## config.mk

```make
export PLATFORM = sky130hd
export DESIGN_NAME = transceiver_reset_control
export DESIGN_NICKNAME = d
export VERILOG_FILES = /design/src/rtl/rst_ctrl_pkg.sv /design/src/rtl/period_timer.sv /design/src/rtl/transceiver_reset_control.sv
export SDC_FILE = /design/constraint.sdc
export NUM_CORES = 1
export LEC_CHECK = 0
export ABC_AREA = 1
export BUFFER_PORTS_ARGS = -buffer_cell sky130_fd_sc_hd__clkbuf_2
export CAP_MARGIN = 20
export CORE_ASPECT_RATIO = 1.4
export CORE_UTILIZATION = 61
export DETAILED_ROUTE_END_ITERATION = 10
export PLACE_DENSITY = 0.84
export REMOVE_ABC_BUFFERS = 1
export SKIP_LAST_GASP = 1
export SYNTH_ARGS = -nofsm -noshare
export SYNTH_HDL_FRONTEND = slang
export SYNTH_SLANG_ARGS = --single-unit
```

## constraint.sdc

```tcl
create_clock -name mclk -period 4.1 [get_ports mclk]
set_clock_uncertainty 0.2 [all_clocks]
set_input_delay 0.82 -clock mclk [delete_from_list [all_inputs] [get_ports mclk]]
set_output_delay 0.82 -clock mclk [all_outputs]
set_load 0.05 [all_outputs]
```

## src/rtl/rst_ctrl_pkg.sv

```systemverilog
package rst_ctrl_pkg;

	// ---------------------------------------------------------------
	// Clock and reset periods
	// ---------------------------------------------------------------
	localparam int unsigned CLK_HZ       = 200_000_000;
	localparam int unsigned POR_TIME_US  = 100_000;
	localparam int unsigned SWR_TIME_US  = 250;
	localparam int unsigned POR_CYCLES   = POR_TIME_US * (CLK_HZ / 1_000_000);
	localparam int unsigned SWR_CYCLES   = SWR_TIME_US * (CLK_HZ / 1_000_000);
	localparam int unsigned CNT_W        = 25;

	// ---------------------------------------------------------------
	// Command decoding
	// ---------------------------------------------------------------
	localparam logic [15:0] CMD_SW_RESET   = 16'hFE00;
	localparam logic [15:0] CMD_FIFO_MASK  = 16'hFF00;
	localparam logic [15:0] CMD_FIFO_MODE  = 16'hCA00;
	localparam int unsigned MODE_BIT       = 0;

	// ---------------------------------------------------------------
	// Reset values and state codes
	// ---------------------------------------------------------------
	localparam logic        NORMAL_RST_VAL = 1'b0;

	typedef enum logic [2:0] {
		ST_POR = 3'h1,
		ST_SWR = 3'h2,
		ST_RUN = 3'h4
	} rst_state_t;

	typedef enum logic [1:0] {
		CAUSE_POR    = 2'h0,
		CAUSE_GLITCH = 2'h1,
		CAUSE_SW     = 2'h2
	} rst_cause_t;

endpackage : rst_ctrl_pkg

```

## src/rtl/period_timer.sv

```systemverilog
`timescale 1ns/100ps

// Down counter: load starts a period, done pulses when it has run out.
module period_timer (
	// Clock and reset
	input  wire logic                         mclk,
	input  wire logic                         rst,
	// Control
	input  wire logic                         load,
	input  wire logic [rst_ctrl_pkg::CNT_W-1:0] count,
	// Status
	output logic                              busy,
	output logic                              done
);

	logic [rst_ctrl_pkg::CNT_W-1:0] cnt_q;
	logic [rst_ctrl_pkg::CNT_W-1:0] cnt_d;
	logic                           done_q;
	logic                           done_d;

	always_comb begin
		cnt_d  = cnt_q;
		done_d = 1'b0;
		if (load) begin
			cnt_d = count;
		end else if (cnt_q != '0) begin
			cnt_d = cnt_q - 1'b1;
			done_d = (cnt_q == {{(rst_ctrl_pkg::CNT_W-1){1'b0}}, 1'b1});
		end
	end

	always_ff @(posedge mclk) begin
		if (rst) begin
			cnt_q  <= '0;
			done_q <= 1'b0;
		end else begin
			cnt_q  <= cnt_d;
			done_q <= done_d;
		end
	end

	assign busy = (cnt_q != '0);
	assign done = done_q;

endmodule : period_timer

```

## src/rtl/transceiver_reset_control.sv

```systemverilog
`timescale 1ns/100ps

// Overview of operation
// Power-on, glitch or command all cause reset.
// Commands ignored during 100 ms power-on reset.
// Leave reset in sensitive mode.
// Mode command bit zero selects normal mode.
// Normal mode disables glitch detection.
// Sensitive mode: fast rise over threshold resets.
// Falling supply resets only below low threshold.
// Every reset restores defaults, sensitive mode.
// Software reset like power-on, 0.25 ms long.
// Software reset acts only in sensitive mode.
// Command FE00h starts software reset.
// Release synchronously; accept commands only afterwards.
module transceiver_reset_control #(
	parameter int unsigned POR_CYCLES = rst_ctrl_pkg::POR_CYCLES,
	parameter int unsigned SWR_CYCLES = rst_ctrl_pkg::SWR_CYCLES
) (
	// Clock and reset
	input  wire logic        mclk,
	input  wire logic        rst,
	// Supply detector inputs
	input  wire logic        fast_rise,
	input  wire logic        ramp_over_thr,
	input  wire logic        below_low_normal,
	input  wire logic        below_low_sens,
	// Decoded serial command
	input  wire logic        cmd_valid,
	input  wire logic [15:0] cmd_word,
	// Status and reset outputs
	output logic             chip_rst,
	output logic             cmd_accept,
	output logic             normal_mode,
	output logic             cmd_taken,
	output logic [1:0]       last_cause
);

	// ---------------------------------------------------------------
	// Reset causes
	// ---------------------------------------------------------------
	rst_ctrl_pkg::rst_state_t state_q;
	rst_ctrl_pkg::rst_state_t state_d;
	logic                     normal_q;
	logic                     normal_d;
	logic                     chip_rst_q;
	logic                     chip_rst_d;
	logic                     accept_q;
	logic                     accept_d;
	logic                     taken_q;
	logic                     taken_d;
	logic [1:0]               cause_q;
	logic [1:0]               cause_d;
	logic                     tmr_load;
	logic [rst_ctrl_pkg::CNT_W-1:0] tmr_count;
	logic                     tmr_busy;
	logic                     tmr_done;
	logic                     low_supply;
	logic                     glitch;
	logic                     running;
	logic                     cmd_ok;
	logic                     sw_req;
	logic                     mode_wr;

	// The low threshold follows the mode: 250 mV normal, 1.6 V sensitive.
	assign low_supply = normal_q ? below_low_normal : below_low_sens;
	// Glitch path is gated off entirely in normal mode.
	assign glitch  = !normal_q && fast_rise && ramp_over_thr;
	assign running = (state_q == rst_ctrl_pkg::ST_RUN);
	assign cmd_ok  = running && cmd_valid;
	assign sw_req  = cmd_ok && (cmd_word == rst_ctrl_pkg::CMD_SW_RESET)
		&& !normal_q;
	assign mode_wr = cmd_ok && ((cmd_word & rst_ctrl_pkg::CMD_FIFO_MASK)
		== rst_ctrl_pkg::CMD_FIFO_MODE);

	// ---------------------------------------------------------------
	// Reset sequencer
	// ---------------------------------------------------------------
	always_comb begin
		state_d    = state_q;
		normal_d   = normal_q;
		chip_rst_d = chip_rst_q;
		accept_d   = accept_q;
		taken_d    = 1'b0;
		cause_d    = cause_q;
		tmr_load   = 1'b0;
		tmr_count  = rst_ctrl_pkg::CNT_W'(POR_CYCLES);
		if (low_supply || glitch) begin
			state_d    = rst_ctrl_pkg::ST_POR;
			normal_d   = rst_ctrl_pkg::NORMAL_RST_VAL;
			chip_rst_d = 1'b1;
			accept_d   = 1'b0;
			tmr_load   = 1'b1;
			cause_d    = glitch ? 2'(rst_ctrl_pkg::CAUSE_GLITCH)
				: 2'(rst_ctrl_pkg::CAUSE_POR);
		end else begin
			case (state_q)
				rst_ctrl_pkg::ST_POR,
				rst_ctrl_pkg::ST_SWR: begin
					// Commands are dropped until the period ends.
					if (tmr_done) begin
						state_d    = rst_ctrl_pkg::ST_RUN;
						chip_rst_d = 1'b0;
						accept_d   = 1'b1;
					end
				end
				rst_ctrl_pkg::ST_RUN: begin
					if (sw_req) begin
						state_d    = rst_ctrl_pkg::ST_SWR;
						normal_d   = rst_ctrl_pkg::NORMAL_RST_VAL;
						chip_rst_d = 1'b1;
						accept_d   = 1'b0;
						taken_d    = 1'b1;
						tmr_load   = 1'b1;
						tmr_count  = rst_ctrl_pkg::CNT_W'(SWR_CYCLES);
						cause_d    = 2'(rst_ctrl_pkg::CAUSE_SW);
					end else if (mode_wr) begin
						// Only bit zero matters; writing zero is not a way back.
						if (cmd_word[rst_ctrl_pkg::MODE_BIT]) begin
							normal_d = 1'b1;
						end
						taken_d = 1'b1;
					end else if (cmd_ok) begin
						taken_d = 1'b1;
					end
				end
				default: begin
					state_d = rst_ctrl_pkg::ST_POR;
				end
			endcase
		end
	end

	// Reset starts a full power-on period in sensitive mode.
	always_ff @(posedge mclk) begin
		if (rst) begin
			state_q    <= rst_ctrl_pkg::ST_POR;
			normal_q   <= rst_ctrl_pkg::NORMAL_RST_VAL;
			chip_rst_q <= 1'b1;
			accept_q   <= 1'b0;
			taken_q    <= 1'b0;
			cause_q    <= 2'(rst_ctrl_pkg::CAUSE_POR);
		end else begin
			state_q    <= state_d;
			normal_q   <= normal_d;
			chip_rst_q <= chip_rst_d;
			accept_q   <= accept_d;
			taken_q    <= taken_d;
			cause_q    <= cause_d;
		end
	end

	// A power-on reset also arms the timer, so reset loads it too.
	period_timer u_timer (
		.mclk  (mclk),
		.rst   (1'b0),
		.load  (tmr_load || rst),
		.count (tmr_count),
		.busy  (tmr_busy),
		.done  (tmr_done)
	);

	assign chip_rst    = chip_rst_q;
	assign cmd_accept  = accept_q;
	assign normal_mode = normal_q;
	assign cmd_taken   = taken_q;
	assign last_cause  = cause_q;

	// ---------------------------------------------------------------
	// Period length monitor
	// ---------------------------------------------------------------
	// Counts the cycles with chip reset held since the timer was last armed, so the checks can
	// hold each release against its period without a long repetition.
	// It saturates, so a stuck reset cannot wrap it back into range.
	logic [rst_ctrl_pkg::CNT_W-1:0] held_q;
	logic [rst_ctrl_pkg::CNT_W-1:0] held_d;
	logic                           sw_period_q;
	logic                           sw_period_d;

	always_comb begin
		held_d      = held_q;
		sw_period_d = sw_period_q;
		if (tmr_load || rst) begin
			held_d      = '0;
			sw_period_d = !rst && sw_req && !low_supply && !glitch;
		end else if (chip_rst_q && (held_q != '1)) begin
			held_d = held_q + 1'b1;
		end
	end

	// The clear above covers reset, so this register needs no branch.
	always_ff @(posedge mclk) begin
		held_q      <= held_d;
		sw_period_q <= sw_period_d;
	end

	// ---------------------------------------------------------------
	// Checks
	// ---------------------------------------------------------------
	sw_only_sens_a: assert property (@(posedge mclk) disable iff (rst)
		(running && cmd_valid && cmd_word == rst_ctrl_pkg::CMD_SW_RESET
		&& normal_q && !low_supply) |=> !chip_rst)
		else $error("software reset acted in normal mode");
	sw_reset_go_a: assert property (@(posedge mclk) disable iff (rst)
		(sw_req && !low_supply && !glitch) |=> chip_rst && cmd_taken
		&& last_cause == 2'(rst_ctrl_pkg::CAUSE_SW))
		else $error("software reset not started");
	glitch_gate_a: assert property (@(posedge mclk) disable iff (rst)
		(normal_q && fast_rise && ramp_over_thr && !below_low_normal
		&& running) |=> !chip_rst)
		else $error("glitch reset in normal mode");
	glitch_rst_a: assert property (@(posedge mclk) disable iff (rst)
		(!normal_q && fast_rise && ramp_over_thr) |=> chip_rst && !cmd_accept)
		else $error("glitch did not reset");
	low_rst_a: assert property (@(posedge mclk) disable iff (rst)
		low_supply |=> chip_rst && !normal_mode)
		else $error("low supply did not reset");
	mode_def_a: assert property (@(posedge mclk) disable iff (rst)
		$rose(chip_rst) |-> !normal_mode)
		else $error("reset kept normal mode");
	mode_set_a: assert property (@(posedge mclk) disable iff (rst)
		(mode_wr && cmd_word[0] && !sw_req && !low_supply && !glitch)
		|=> normal_mode)
		else $error("mode command ignored");
	no_cmd_rst_a: assert property (@(posedge mclk) disable iff (rst)
		chip_rst |-> !cmd_accept ##1 !cmd_taken)
		else $error("command taken during reset");
	release_a: assert property (@(posedge mclk) disable iff (rst)
		$fell(chip_rst) |-> cmd_accept && !normal_mode && $past(tmr_done))
		else $error("release not timed");
	sw_len_a: assert property (@(posedge mclk) disable iff (rst)
		(state_q == rst_ctrl_pkg::ST_SWR && tmr_busy) |-> chip_rst)
		else $error("software reset ended early");
	// Release timing against the period that was armed last.
	sw_period_a: assert property (@(posedge mclk) disable iff (rst)
		($fell(chip_rst) && sw_period_q)
		|-> held_q == rst_ctrl_pkg::CNT_W'(SWR_CYCLES + 1))
		else $error("software reset has wrong length");
	por_period_a: assert property (@(posedge mclk) disable iff (rst)
		($fell(chip_rst) && !sw_period_q)
		|-> held_q == rst_ctrl_pkg::CNT_W'(POR_CYCLES + 1))
		else $error("power-on reset has wrong length");
	retrigger_a: assert property (@(posedge mclk) disable iff (rst)
		(low_supply || glitch) |=> held_q == '0
		&& state_q == rst_ctrl_pkg::ST_POR)
		else $error("reset period not restarted");
	// Commands and the accept flag.
	por_cmd_drop_a: assert property (@(posedge mclk) disable iff (rst)
		(state_q == rst_ctrl_pkg::ST_POR && cmd_valid) |=> !cmd_taken)
		else $error("command taken in power-on reset");
	cmd_ignore_a: assert property (@(posedge mclk) disable iff (rst)
		(state_q == rst_ctrl_pkg::ST_SWR && cmd_valid) |=> !cmd_taken)
		else $error("command taken in software reset");
	taken_src_a: assert property (@(posedge mclk) disable iff (rst)
		cmd_taken |-> $past(cmd_ok))
		else $error("command taken from nowhere");
	accept_flag_a: assert property (@(posedge mclk) disable iff (rst)
		cmd_accept != chip_rst)
		else $error("accept flag disagrees with reset");
	rst_default_a: assert property (@(posedge mclk) disable iff (rst)
		$fell(rst) |-> chip_rst && !normal_mode && !cmd_accept)
		else $error("reset did not restore defaults");
	state_onehot_a: assert property (@(posedge mclk) disable iff (rst)
		$onehot(state_q))
		else $error("sequencer state not one-hot");
	// Cause codes and the mode-dependent thresholds.
	cause_glitch_a: assert property (@(posedge mclk) disable iff (rst)
		glitch |=> chip_rst
		&& last_cause == 2'(rst_ctrl_pkg::CAUSE_GLITCH))
		else $error("glitch cause not recorded");
	cause_low_a: assert property (@(posedge mclk) disable iff (rst)
		(low_supply && !glitch)
		|=> last_cause == 2'(rst_ctrl_pkg::CAUSE_POR))
		else $error("low supply cause not recorded");
	sw_state_a: assert property (@(posedge mclk) disable iff (rst)
		(state_q == rst_ctrl_pkg::ST_SWR)
		|-> last_cause == 2'(rst_ctrl_pkg::CAUSE_SW))
		else $error("software period with wrong cause");
	mode_hold_a: assert property (@(posedge mclk) disable iff (rst)
		(normal_mode && !low_supply) |=> normal_mode)
		else $error("normal mode lost without reset");
	timer_arm_a: assert property (@(posedge mclk) disable iff (rst)
		$rose(chip_rst) |-> tmr_busy)
		else $error("reset without a running period");
	low_norm_a: assert property (@(posedge mclk) disable iff (rst)
		(normal_q && running && !below_low_normal) |=> !chip_rst)
		else $error("reset above normal low threshold");
	sens_low_a: assert property (@(posedge mclk) disable iff (rst)
		(!normal_q && below_low_sens) |=> chip_rst)
		else $error("no reset below sensitive threshold");

	sw_seen_c: cover property (@(posedge mclk) disable iff (rst)
		sw_req ##[1:1000] $fell(chip_rst));
	mode_seen_c: cover property (@(posedge mclk) disable iff (rst)
		$rose(normal_mode));
	glitch_seen_c: cover property (@(posedge mclk) disable iff (rst)
		glitch && running);
	normal_sw_c: cover property (@(posedge mclk) disable iff (rst)
		running && cmd_valid && normal_q
		&& cmd_word == rst_ctrl_pkg::CMD_SW_RESET);
	low_seen_c: cover property (@(posedge mclk) disable iff (rst)
		low_supply && running);

endmodule : transceiver_reset_control

```

==> flow_summary.ini <==
[sta]
tightest_slew_ps = 328
timing.final.crit_share = 0.587
layout_min_cycle_time_ps = 2410
hold_viol = 0
max_slew_margin = 0.780
tns_ps = 0
slew_viol_final = 0
max_freq_ghz = 0.415
rsz0062_at_grt = false
setup_viol = 0

[synthesis]
syn_inst = 268
netlist.area_leader.share = 0.365
yosys_warnings = 0
yosys.area.top_type = edfxtp_1
synthFlopType = edfxtp_1
avgSynthCellArea_um2 = 7.67
netlist_area_um2 = 2060
ys_seq_elements = 35
ys_types = 29
synth_area_leaders = edfxtp_1 (37%), nand2_1 (12%), dfxtp_1 (9.7%)
synth-async-reset-ratio = 0
ys_seq_area_frac = 0.463
synth_edf_count = 25

[detailed_routing]
ant_nets = 0
route.detailed.drc = 0
avgRoutedWirePerCell_um = 12.1
drtIter0Drc = 48
vias = 1779
finalWirelength_mm = 4.15
vias_per_cell = 5.19
firstDrtPassIters = 4

[critical_path]
critPathTopFamily = simple AND/OR/NAND/NOR gates
start_kind = input port
criticalPathCategory = input port to flop
rr_endpoint = u_timer.cnt_q[1]$_SDFFCE_PP0P_
worstSetupStartpoint = cmd_word[9]
required_ps = 3890
end_kind = flop
crit_path_top_delay_cell = nand2_2
cp_cell_sequence = clkbuf_2 > inv_1 > nor2_1 > nand3b_1 > nor2_1 > nand2_2 > nand2_2 > inv_2 > nand3_1 > buf_4
worst-path-buf-inv = 4
path_depth = 10
r2r_cells = 8
r2r-start = state_q[1]$_SDFFE_PP0P_
critPathMaxStageDelay_ps = 230
worst-path-max-fanout = 17
ff2ff_setup_slack_ps = 1870
crit_path_end = u_timer.cnt_q[1]$_SDFFCE_PP0P_
worstPathArrival_ps = 2200

[clocking]
clockBufferDepth = 2
cts-resized-gates = 0
post_cts_buffers = 0
cts_sinks = 35
holdBufCountCts = 0
clk_latency_ps = 300
cts_tree = done
h-tree-depth = 2
numCtsBuffers = 5
cts-root-buf = clkbuf_8
clk_pin_slew_ps = 80

[global_routing]
grt_max_degree = 18
grt_pass1_wl_mm = 6.93
grt_usage = 0.257
grt_overflow = 0
antenna_found_initial = 0
grt_pass1_vias = 1712

[die]
io_pins = 29
initial_core_util = 0.652
coreArea_um2 = 3150
die_h_um = 70.7
die_w_um = 51.1
dieArea_um2 = 3610
rows = 24

[final_layout]
nets = 328
multi_input_comb_area_um2 = 935
seq_area_um2 = 951
drive_gt1_frac = 0.197
area_delta_synth_final_pct = 13.5
n_antenna_cell = 0
fill_cells = 259
stdcell_count = 343

[place]
place_hpwl_mm = 3.19
gp_congestion = 0.864
dp_cells = 335
port-buffer-count = 28

[min_path]
min_path_type = flop to flop
worstHoldStart = chip_rst$_SDFFE_PP1P_

[pwr]
p_leak_nw = 1.09
ir_drop_v = 0.000279
p_per_area_nw_per_um2 = 322

[flow_run]
cap_violations = 0

[outcome]
status = complete, no violations
through the flow:
step / cell area [um2] / hold WS [ps] / setup WS (ps) / utilization / power [mW]
4_1_cts: 2330 / 253 / 1680 / 0.740 / 0.755
6_report: 2330 / 247 / 1690 / 0.740 / 0.752
3_5_place_dp: 2240 / 236 / 1380 / 0.712 / 0.500
2_1_floorplan: 2040 / 275 / 1270 / - / 0.474
5_1_grt: 2330 / 282 / 1520 / 0.740 / 0.783
3_3_place_gp: 2240 / 235 / 1430 / 0.712 / 0.498
routing by layer:
layer,GRT usage,vias to the layer above,part of all wire
li1,-,925,-
met5,0,-,0
met3,0.0538,7,0.037
met1,0.270,805,0.40
met4,0.117,0,0.020
met2,0.474,42,0.54
area by class of cell:
type                    instances  share of cell area
flip-flops and latches         35               0.408
multi-input cells             190               0.401
repair buffers                 30              0.0665
inverters                      41              0.0660
clock buffers                   5              0.0295
well taps                      39              0.0209
clock inverters                 3             0.00912
layout by cell type (no fill, tap or decap):
cell / instances
o21ai_0: 9
xnor2_1: 5
nand3b_1: 1
o21ai_1: 3
nand4_1: 4
nor2_2: 5
or2_2: 1
inv_6: 1
inv_4: 2
a21oi_1: 10
nor2_1: 45
buf_4: 2
clkbuf_2: 28
edfxtp_1: 25
a21boi_0: 1
nand2_4: 1
nand2_2: 5
nor3_1: 1
nand3_2: 3
o21a_1: 1
nor2_4: 2
inv_2: 4
dfxtp_1: 10
inv_1: 37
nor4_1: 2
o31ai_1: 1
ha_1: 2
o21bai_2: 1
xor2_1: 5
nand3_1: 15
nand2_1: 67
clkbuf_8: 5
tightest hold or removal path: stages, from the launching register on:
cell     delay [ps]
dfxtp_1         310
nand2_1          60
nand2_1          40
cell families after synthesis:
| family | count (synthesis) | synth area share |
|---|---|---|
| buffers and inverters | 43 | 0.0828 |
| adder cells (fa/ha/maj) | 2 | 0.0122 |
| XOR/XNOR | 10 | 0.0426 |
| AO/OA/AOI/OAI | 26 | 0.0700 |
| flip-flops | 35 | 0.463 |
| AND/OR/NAND/NOR | 152 | 0.330 |
worst min-delay path by stage:
stage	cells past startpoint	end
after global routing	2	chip_rst$_SDFFE_PP1P_
final	2	chip_rst$_SDFFE_PP1P_
after global placement	2	chip_rst$_SDFFE_PP1P_
after floorplan	2	cmd_taken$_SDFF_PP0_
after detailed placement	2	chip_rst$_SDFFE_PP1P_
after CTS	2	chip_rst$_SDFFE_PP1P_
registers in the layout, summed over array words and instances (netlist names):
signal	cells
cmd_taken	1
normal_mode	1
u_timer.cnt_q	25
last_cause	2
chip_rst	1
state_q	3
u_timer.done	1
cmd_accept	1
synthesized netlist by cell type (all sizes together), types with 2 or more instances:
library cell,n
a21oi,10
buf,2
dfxtp,10
edfxtp,25
ha,2
inv,41
nand2,73
nand3,18
nand4,4
nor2,52
nor4,2
o21ai,12
xnor2,5
xor2,5
where the power goes:
group	leakage [nW]	internal, mW	switching (mW)
Combinational	0.679	0.0371	0.0593
Sequential	0.359	0.388	0.00919
Clock	0.0494	0.122	0.136
Total	1.09	0.547	0.205
Power figures use the tool's default switching activity.
